`config.mk`:
```
export PLATFORM = sky130hd
export DESIGN_NAME = chopper_timing_config
export DESIGN_NICKNAME = d
export VERILOG_FILES = /design/src/hw/chopper_pkg.sv /design/src/hw/chopper_timing_config.sv
export VERILOG_INCLUDE_DIRS = /design/src /design/src/hw
export SDC_FILE = /design/constraint.sdc
export NUM_CORES = 1
export LEC_CHECK = 0
export ABC_AREA = 1
export BUFFER_PORTS_ARGS = -buffer_cell sky130_fd_sc_hd__buf_2
export CAP_MARGIN = 20
export CORE_UTILIZATION = 60
export CTS_CLUSTER_DIAMETER = 50
export DETAILED_ROUTE_END_ITERATION = 6
export GPL_TIMING_DRIVEN = 0
export MAX_ROUTING_LAYER = met4
export PLACE_DENSITY = 0.85
export SYNTH_ARGS = -nofsm -noshare
export SYNTH_HDL_FRONTEND = slang
export SYNTH_SLANG_ARGS = --single-unit
```
`constraint.sdc`:
```
create_clock -name sys_clk -period 4.6 [get_ports sys_clk]
set_clock_uncertainty 0.15 [all_clocks]
set_input_delay 0.46 -clock sys_clk [delete_from_list [all_inputs] [get_ports sys_clk]]
set_output_delay 0.46 -clock sys_clk [all_outputs]
set_load 0.02 [all_outputs]
```
`src/hw/chopper_defines.svh`:
```
`ifndef CHOPPER_DEFINES_SVH
`define CHOPPER_DEFINES_SVH

// Datagram address field and the code that selects the chopper word
`define CHOP_ADDR_HI 19
`define CHOP_ADDR_LO 17
`define CHOP_ADDR_CODE 3'h4

// Field positions inside the 20-bit datagram
`define CHOP_BLANK_HI 16
`define CHOP_BLANK_LO 15
`define CHOP_MODE_BIT 14
`define CHOP_RAND_BIT 13
`define CHOP_DEC_HI 12
`define CHOP_DEC_LO 11
`define CHOP_END_HI 10
`define CHOP_END_LO 7
`define CHOP_START_HI 6
`define CHOP_START_LO 4
`define CHOP_SLOW_HI 3
`define CHOP_SLOW_LO 0

// Reset value of the stored seventeen field bits: driver disabled
`define CHOP_CFG_RESET 17'h00000

// Timing figures in system clocks, plus step shifts, end-value bias and LFSR seed
`define CHOP_BLANK_0 6'h10
`define CHOP_BLANK_1 6'h18
`define CHOP_BLANK_2 6'h24
`define CHOP_BLANK_3 6'h36
`define CHOP_SLOW_BASE 9'h018
`define CHOP_SLOW_STEP_SH 5
`define CHOP_FAST_STEP_SH 5
`define CHOP_DEC_STEP 7'h10
`define CHOP_END_BIAS 6'h03
`define CHOP_LFSR_SEED 8'h01

`endif

```
`src/hw/chopper_pkg.sv`:
```
package chopper_pkg;

  // Bridge phase of the chopper cycle
  typedef enum logic [1:0] {PH_OFF, PH_ON, PH_FAST, PH_SLOW} phase_e;

endpackage

```
`src/hw/chopper_timing_config.sv`:
```
// Overview of operation
// - Blanking lasts 16, 24, 36 or 54 clocks per blank_time_sel.
// - chop_mode_sel picks hysteresis chopper (0) or constant off time with fast decay (1).
// - Constant off-time mode places fast decay right after the on phase.
// - Fast decay may end when coil current reaches negative nominal current.
// - rand_offtime_en adds a random 0 to 3 clocks to slow decay.
// - Hysteresis decrement period is 16, 32, 48 or 64 clocks.
// - Upper fast-control bit 0 lets comparator end fast decay; 1 means timer only.
// - Fast decay lasts 32 times the 4-bit fast setting, in clocks.
// - Hysteresis end code 0..15 maps to -3..12, in 1/512 steps.
// - Constant off-time mode outputs sine offset -3..12 added to table magnitude.
// - Hysteresis start lies code plus one, 1..8, above the end value.
// - Nonzero slow_decay_time gives slow decay of 24 plus 32 times it clocks.
// - Zero slow_decay_time disables the driver, all bridge switches off.
`timescale 1ns/10ps
`include "chopper_defines.svh"

module chopper_timing_config
(
  input wire logic sys_clk,
  input wire logic nrst,
  input wire logic [19:0] cfg_word,
  input wire logic cfg_write,
  input wire logic coil_peak_in,
  input wire logic coil_neg_in,
  output logic drive_en,
  output logic bridge_on,
  output logic fast_decay,
  output logic slow_decay,
  output logic blanking,
  output logic signed [5:0] hyst_level,
  output logic signed [5:0] sine_offset
);

  // Blanking length for a 2-bit code
  function automatic logic [5:0] blank_cycles(input logic [1:0] code);
    case (code)
      2'h0: blank_cycles = `CHOP_BLANK_0;
      2'h1: blank_cycles = `CHOP_BLANK_1;
      2'h2: blank_cycles = `CHOP_BLANK_2;
      default: blank_cycles = `CHOP_BLANK_3;
    endcase
  endfunction

  logic [16:0] cfg_q;
  logic [2:0] peak_sync_q;
  logic [2:0] neg_sync_q;
  logic peak_q;
  logic neg_q;
  chopper_pkg::phase_e state_q;
  chopper_pkg::phase_e state_d;
  logic [8:0] timer_q;
  logic [8:0] timer_d;
  logic [5:0] blank_q;
  logic [6:0] dec_q;
  logic signed [5:0] hyst_q;
  logic [7:0] lfsr_q;

  // Field decode of the stored word
  wire logic [1:0] blank_sel = cfg_q[`CHOP_BLANK_HI:`CHOP_BLANK_LO];
  wire logic mode_cot = cfg_q[`CHOP_MODE_BIT];
  wire logic rand_en = cfg_q[`CHOP_RAND_BIT];
  wire logic [1:0] dec_ctl = cfg_q[`CHOP_DEC_HI:`CHOP_DEC_LO];
  wire logic [3:0] end_code = cfg_q[`CHOP_END_HI:`CHOP_END_LO];
  wire logic [2:0] start_code = cfg_q[`CHOP_START_HI:`CHOP_START_LO];
  wire logic [3:0] slow_code = cfg_q[`CHOP_SLOW_HI:`CHOP_SLOW_LO];

  wire logic cfg_hit = cfg_write && (cfg_word[`CHOP_ADDR_HI:`CHOP_ADDR_LO] == `CHOP_ADDR_CODE);

  // driver shut-off
  // Parks the phase machine too, so a later write restarts cleanly from the on phase
  wire logic slow_zero = (slow_code == 4'h0);

  wire logic [3:0] fast_set = {dec_ctl[0], start_code};
  wire logic [8:0] fast_len = {fast_set, 5'h00};

  // slow decay length; random extension from the LFSR
  wire logic [1:0] rnd_add = rand_en ? lfsr_q[1:0] : 2'h0;
  wire logic [8:0] slow_len = `CHOP_SLOW_BASE + 9'({slow_code, 5'h00}) + 9'(rnd_add);

  wire logic blank_active = (blank_q != 6'h00);
  wire logic peak_hit = peak_q && !blank_active;
  wire logic neg_hit = neg_q && !blank_active;
  wire logic timer_done = (timer_q == 9'h000);

  // comparator may end fast decay only with upper bit clear
  wire logic fast_end = timer_done || (neg_hit && !dec_ctl[1]);

  // end value biased down by three
  wire logic signed [5:0] hyst_end = $signed({2'h0, end_code}) - $signed(`CHOP_END_BIAS);
  // start sits code plus one above the end; host keeps the sum in range
  wire logic signed [5:0] hyst_start = hyst_end + $signed({3'h0, start_code}) + 6'sh01;
  // decrement period 16 times code plus one
  wire logic [6:0] dec_period = `CHOP_DEC_STEP * 7'({5'h00, dec_ctl} + 7'h01);
  wire logic switch_evt = (state_d != state_q);

  // Phase sequencing
  always_comb
  begin
    state_d = state_q;
    case (state_q)
      chopper_pkg::PH_OFF: state_d = chopper_pkg::PH_ON;
      chopper_pkg::PH_ON:
        // mode select; fast decay right after on time
        if (peak_hit)
          state_d = (mode_cot && fast_set != 4'h0) ? chopper_pkg::PH_FAST : chopper_pkg::PH_SLOW;
      chopper_pkg::PH_FAST:
        // negative current or timer ends fast decay
        if (fast_end)
          state_d = chopper_pkg::PH_SLOW;
      chopper_pkg::PH_SLOW:
        if (timer_done)
          state_d = chopper_pkg::PH_ON;
      default: state_d = chopper_pkg::PH_OFF;
    endcase
    // zero off time forces the bridge off
    if (slow_zero)
      state_d = chopper_pkg::PH_OFF;
  end

  // Phase timer loads length minus one on entry to fast or slow decay
  always_comb
  begin
    timer_d = (timer_q == 9'h000) ? 9'h000 : timer_q - 9'h001;
    if (switch_evt && state_d == chopper_pkg::PH_FAST)
      timer_d = fast_len - 9'h001;
    else if (switch_evt && state_d == chopper_pkg::PH_SLOW)
      timer_d = slow_len - 9'h001;
  end

  // Configuration word storage
  always_ff @(posedge sys_clk or negedge nrst)
  begin
    if (!nrst)
      cfg_q <= `CHOP_CFG_RESET;
    else if (cfg_hit)
      cfg_q <= cfg_word[16:0];
  end

  // Comparator pins: three stages, accept when last two agree
  always_ff @(posedge sys_clk or negedge nrst)
  begin
    if (!nrst)
    begin
      peak_sync_q <= 3'h0;
      neg_sync_q <= 3'h0;
      peak_q <= 1'b0;
      neg_q <= 1'b0;
    end
    else
    begin
      peak_sync_q <= {peak_sync_q[1:0], coil_peak_in};
      neg_sync_q <= {neg_sync_q[1:0], coil_neg_in};
      if (peak_sync_q[1] == peak_sync_q[2])
        peak_q <= peak_sync_q[2];
      if (neg_sync_q[1] == neg_sync_q[2])
        neg_q <= neg_sync_q[2];
    end
  end

  // Phase state, timer and blanking
  always_ff @(posedge sys_clk or negedge nrst)
  begin
    if (!nrst)
    begin
      state_q <= chopper_pkg::PH_OFF;
      timer_q <= 9'h000;
      blank_q <= 6'h00;
    end
    else
    begin
      state_q <= state_d;
      timer_q <= timer_d;
      // blanking restarts on every switching event
      if (switch_evt)
        blank_q <= blank_cycles(blank_sel);
      else if (blank_active)
        blank_q <= blank_q - 6'h01;
    end
  end

  // Random source; free running so the extension is not tied to the phase
  always_ff @(posedge sys_clk or negedge nrst)
  begin
    if (!nrst)
      lfsr_q <= `CHOP_LFSR_SEED;
    else
      lfsr_q <= {lfsr_q[6:0], lfsr_q[7] ^ lfsr_q[5] ^ lfsr_q[4] ^ lfsr_q[3]};
  end

  // Hysteresis walks from start down to end each chopper cycle
  always_ff @(posedge sys_clk or negedge nrst)
  begin
    if (!nrst)
    begin
      hyst_q <= 6'sh00;
      dec_q <= 7'h00;
    end
    else if (switch_evt && state_d == chopper_pkg::PH_ON)
    begin
      hyst_q <= hyst_start;
      dec_q <= 7'h00;
    end
    else if (dec_q >= dec_period - 7'h01)
    begin
      dec_q <= 7'h00;
      if (hyst_q > hyst_end)
        hyst_q <= hyst_q - 6'sh01;
    end
    else
      dec_q <= dec_q + 7'h01;
  end

  // Outputs
  assign drive_en = (state_q != chopper_pkg::PH_OFF);
  assign bridge_on = (state_q == chopper_pkg::PH_ON);
  assign fast_decay = (state_q == chopper_pkg::PH_FAST);
  assign slow_decay = (state_q == chopper_pkg::PH_SLOW);
  assign blanking = blank_active;
  // hysteresis only in hysteresis chopper mode
  assign hyst_level = mode_cot ? 6'sh00 : hyst_q;
  // sine offset only in constant off-time mode
  assign sine_offset = mode_cot ? hyst_end : 6'sh00;
endmodule

```
-- After elaboration in Yosys (flattened, before gate mapping)
Index checks and enable logic that the tools add are counted.
- add/sub/neg operators: 13
- order comparisons: 2
- equality and inequality tests: 12
- multiplexer cells: 20
- bitwise logic cells: 3
- reductions and logical operators: 22
- operators with widths (cell ; count):
    $mux 6 ; 7
    $mux 9 ; 3
    $sub 9x1->9 const B ; 3
    $pmux 6 s3 ; 1
    $mux 7 ; 2
    $eq 2x2->1 const B ; 5
    $mux 2 ; 5
    $add 5x9->9 const A ; 1
    $add 9x2->9 ; 1
    $logic_not 9->1 ; 1
    $logic_and 1x1->1 ; 8
    $pmux 2 s4 ; 1
    $reduce_bool 2->1 ; 4
    $add 7x1->7 const B ; 1
    $ge 7x7->1 ; 1
    $sub 7x1->7 const B ; 1
    $add 5x4->6 ; 1
    $add 6x2->6 const B ; 1
    $eq 2x1->1 const B ; 3
    $gt 6x5->1 ; 1
    $reduce_bool 6->1 ; 1
    $sub 6x1->6 const B ; 1
    $sub 6x2->6 const B ; 1
    $sub 4x2->5 const B ; 1
    12 further kinds ; 17
- flip-flop bits (word level): 63
- output and inout port bits: 17
- logic and storage cells: 83

-- Depth between registers and ports, before layout
- word-level depth: 12
- mapped depth: 16
- gate-level depth less buffers: 16

-- Worst setup path before layout
OpenSTA, ideal clock, no wires.
- path kind: reg2reg
- start point: register cfg_q[7]
- end point: register hyst_q[4]
- data arrival time: 2197 ps
- required time: 4332 ps
- slack: 2135 ps
- stages on the path, launching flop included: 17
- cell sequence: dfrtp_1 > ha_1 > or2_2 > nor2_1 > inv_1 > ha_1 > nand2_1 > nor2_1 > o21ai_0 > nand3_1 > nand2_1 > o21ai_0 > nand3_1 > nand2_2 > inv_1 > nand2_1 > nand2_1
- longest elaborated chain between the ends: 4
- elaborated cells on any way between the ends: 7
- RTL lines (what ; RTL line ; RTL):
    from (decl) ; chopper_timing_config.sv:45 ; logic [16:0] cfg_q;
    from (signal assigned) ; chopper_timing_config.sv:135 ; cfg_q <= `CHOP_CFG_RESET;
    from (signal assigned) ; chopper_timing_config.sv:137 ; cfg_q <= cfg_word[16:0];
    $sub 4x2->5 (*) ; chopper_timing_config.sv:90 ; wire logic signed [5:0] hyst_end = $signed({2'h0, end_code}) - $signed(`CHOP_END_BIAS);
    $add 5x4->6 or $gt 6x5->1 (tied branches) ; chopper_timing_config.sv:92, chopper_timing_config.sv:207 ;
    $add 6x2->6 or $reduce_bool 2->1 (tied branches) ; - ;
    $mux 6 or $reduce_and 2->1 (tied branches) ; - ;
    to (signal assigned) ; chopper_timing_config.sv:201 ; hyst_q <= hyst_start;
    to (signal assigned) ; chopper_timing_config.sv:208 ; hyst_q <= hyst_q - 6'sh01;
    to (decl) ; chopper_timing_config.sv:56 ; logic signed [5:0] hyst_q;
Mark *: on every way between the ends. The rest lies on a longest branch, timed or not.
A chain may end at the register's enable or synchronous reset.

-- Worst setup path after layout
Same ends and word-level chain as after synthesis.

==> impl_metrics.ini <==
[layout]
mostFrequentLayoutCell = nand2_1
fillerInstances = 443
diodes = 0
layout_common_cells = nand2_1, dfrtp_1, inv_1, buf_2, nand3_1
areaGrowthSynthToFinish_pct = 14.65
fin_nets = 509
layout-drive-gt1-share_pct = 22.86

[route]
wirelength_um = 7547
wl_per_cell_um = 13.98
ant_nets = 0
num_vias = 2944
avgViaCountPerCell = 5.452
drc = 0
firstDrtPassIters = 5
drt_iter0_drc = 175

[power_and_ir_drop]
leakage_nw = 2.124
p_total_w = 0.002513
vdd_drop_max_v = 0.0003771
pwr_density_cell_nw_per_um2 = 620.0

[clocking]
cts.sinks = 63
cts_resized = 0
path_clk_slew_ns = 0.07
cts_buffer_depth = 2
clkLatencyLatePin_ns = 0.35
cts_tree = built
cts_setup_buffers = 0
clockRootBuffer = clkbuf_8
hold_buffers = 0
cts_buffers = 9
htreeDepth = 3

[worst_setup_path]
rr_worst_depth = 16
rrSetupSlack_ns = 1.74
cp_slowest_cell = dfrtp_1
crit_chain = ha_1 -> or2_2 -> nor2_1 -> inv_1 -> ha_1 -> nand2_1 -> nor2_1 -> o21ai_0 -> nand3_1 -> nand2_1 -> o21ai_0 -> nand3_1 -> nand2_2 -> inv_1 -> nand2_1 -> nand2_1
rr_endpoint = hyst_q[4]$_DFFE_PN0P_
r2r-start = cfg_q[7]$_DFFE_PN0P_
arrival_ns = 2.95
required_ns = 4.69
critPathLaunchType = flip-flop
crit_path_end_kind = flip-flop
path_delay_family = simple AND/OR/NAND/NOR gates
path_class = reg -> reg
cpPeakStageDelay_ns = 0.45
cp_common_cell = nand2_1
critical_path_buf_inv_count = 2
crit_path_max_fanout = 10

[synthesis]
yosys_warnings = 0
ys_seq_area_share_pct = 44.64
async_flop_share_pct = 100.0
synth.cell_area_um2 = 3535
synth.distinct_cells = 34
syn_inst = 410
syn_avg_cell_area_um2 = 8.621
synth_ff_type = dfrtp_1
synth_edf_count = 0
syn-num-nets = 456
ys_ff_latch = 63

[floorplanning]
row_count = 27
die_y_um = 78.76
core_area_um2 = 5608
die_w_um = 78.76
dieArea_um2 = 6202
ioPinCount = 42
start_util_pct = 63.03

[timing]
final.setup.tns_ns = 0
setup_viol = 0
timing.fmax_mhz = 349.3
final_max_slew_viol_count = 0
rsz0062_at_grt = no
worst_slew_pin_slew_ns = 0.7366
finalHoldViolations = 0
slew_headroom_pct = 50.90
min_period_over_period_pct = 62.24
min_period_ns = 2.863

[global_routing]
overflow = 0
grt_first_pass_wirelength_um = 13500
grt_pass1_vias = 2995
grt_max_degree = 33
antenna_found_initial = 0
grt_usage_pct = 29.94

[place]
dpl.hpwl_um = 5676
gp_congestion = 0.8715
placement.io_buffers = 41

[outcome]
outcome = finished, final reports clean

[worst_hold_path]
hold_path.class = in -> async

[run]
cap_violations = 0
## routing by layer
layer	track usage [%]	part of all wire, %	vias up	wire length [µm]
li1	-	-	1429	-
met1	33.90	40	1397	3040
met2	49.57	51	89	3851
met3	8.391	5.0	29	375
met4	13.33	3.7	0	278
met5	-	0	-	0
## state kept, by name, summed over array words and instances (netlist names), 2 cells and up
| register | count |
|---|---|
| neg_sync_q | 3 |
| timer_q | 9 |
| dec_q | 7 |
| peak_sync_q | 3 |
| cfg_q | 17 |
| lfsr_q | 8 |
| state_q | 2 |
| blank_q | 6 |
| hyst_q | 6 |
## cell usage after synthesis, types with 8 or more instances
cell type   n  share of area [%]
xnor2_1     8                2.0
nor2_2     12                2.1
ha_1       20                7.1
nand3_1    38                5.4
nor2_1     35                3.7
inv_2       8               0.85
dfrtp_1    62                 44
mux2_2      8                2.5
a21oi_1    19                2.7
o21ai_0    17                2.4
xor2_1     13                3.2
inv_1      49                5.2
nand2_1    74                7.9
## worst max-delay path by stage
| stage | cells after the start | endpoint | startpoint | slack, ns |
|---|---|---|---|---|
| 2_1_floorplan | 16 | hyst_q[4]$_DFFE_PN0P_ | cfg_q[7]$_DFFE_PN0P_ | 2.14 |
| 3_3_place_gp | 16 | hyst_q[3]$_DFFE_PN0P_ | cfg_q[7]$_DFFE_PN0P_ | 1.89 |
| 4_1_cts | 16 | hyst_q[4]$_DFFE_PN0P_ | cfg_q[7]$_DFFE_PN0P_ | 1.79 |
| 6_report | 16 | hyst_q[4]$_DFFE_PN0P_ | cfg_q[7]$_DFFE_PN0P_ | 1.74 |
| 5_1_grt | 16 | hyst_q[4]$_DFFE_PN0P_ | cfg_q[7]$_DFFE_PN0P_ | 1.41 |
| 3_5_place_dp | 16 | hyst_q[4]$_DFFE_PN0P_ | cfg_q[7]$_DFFE_PN0P_ | 1.82 |
## layout make-up
cell class / count / area (µm²) / share of cell area, %
buffer: 6 / 41.29 / 1.019
clock buffer: 13 / 158.9 / 3.921
clock inverter: 3 / 43.79 / 1.081
inverter: 59 / 226.5 / 5.588
multi-input combinational: 282 / 1689 / 41.68
sequential: 63 / 1578 / 38.93
tap: 72 / 90.09 / 2.223
timing repair buffer: 42 / 225.2 / 5.557
## metrics by stage
stage | area [µm²] | cells | util, % | worst slack [ns] | hold WS [ns]
global route | 4053 | 540 | 72.27 | 1.406 | 0.04330
global placement | 3830 | 523 | 68.30 | 1.890 | 0.1843
floorplan | 3535 | 410 | - | 2.135 | 0.01441
CTS | 4053 | 540 | 72.27 | 1.788 | 0.02626
finish | 4053 | 540 | 72.27 | 1.737 | 0.02135
detailed placement | 3850 | 524 | 68.65 | 1.825 | 0.1873
## where the power goes
part / total [W] / internal (W) / leakage [nW] / switching, W
Sequential: 0.000825 / 0.000708 / 0.753 / 0.000117
Combinational: 0.00120 / 0.000449 / 1.27 / 0.000748
Clock: 0.000490 / 0.000280 / 0.104 / 0.000210
## kinds of logic (layout without fill, tap and decap cells)
logic type	after synthesis	after routing	share of synthesized area [%]
xor gates and xnor gates	21	21	5.204
DFF	63	63	44.64
muxes	8	8	2.549
adders and majority gates	23	23	8.212
buffers and inverters	65	123	7.575
AOI/OAI and AO/OA	41	41	6.088
and+or+nand+nor	189	189	25.73
No activity file was read; power rests on OpenSTA's default activity.
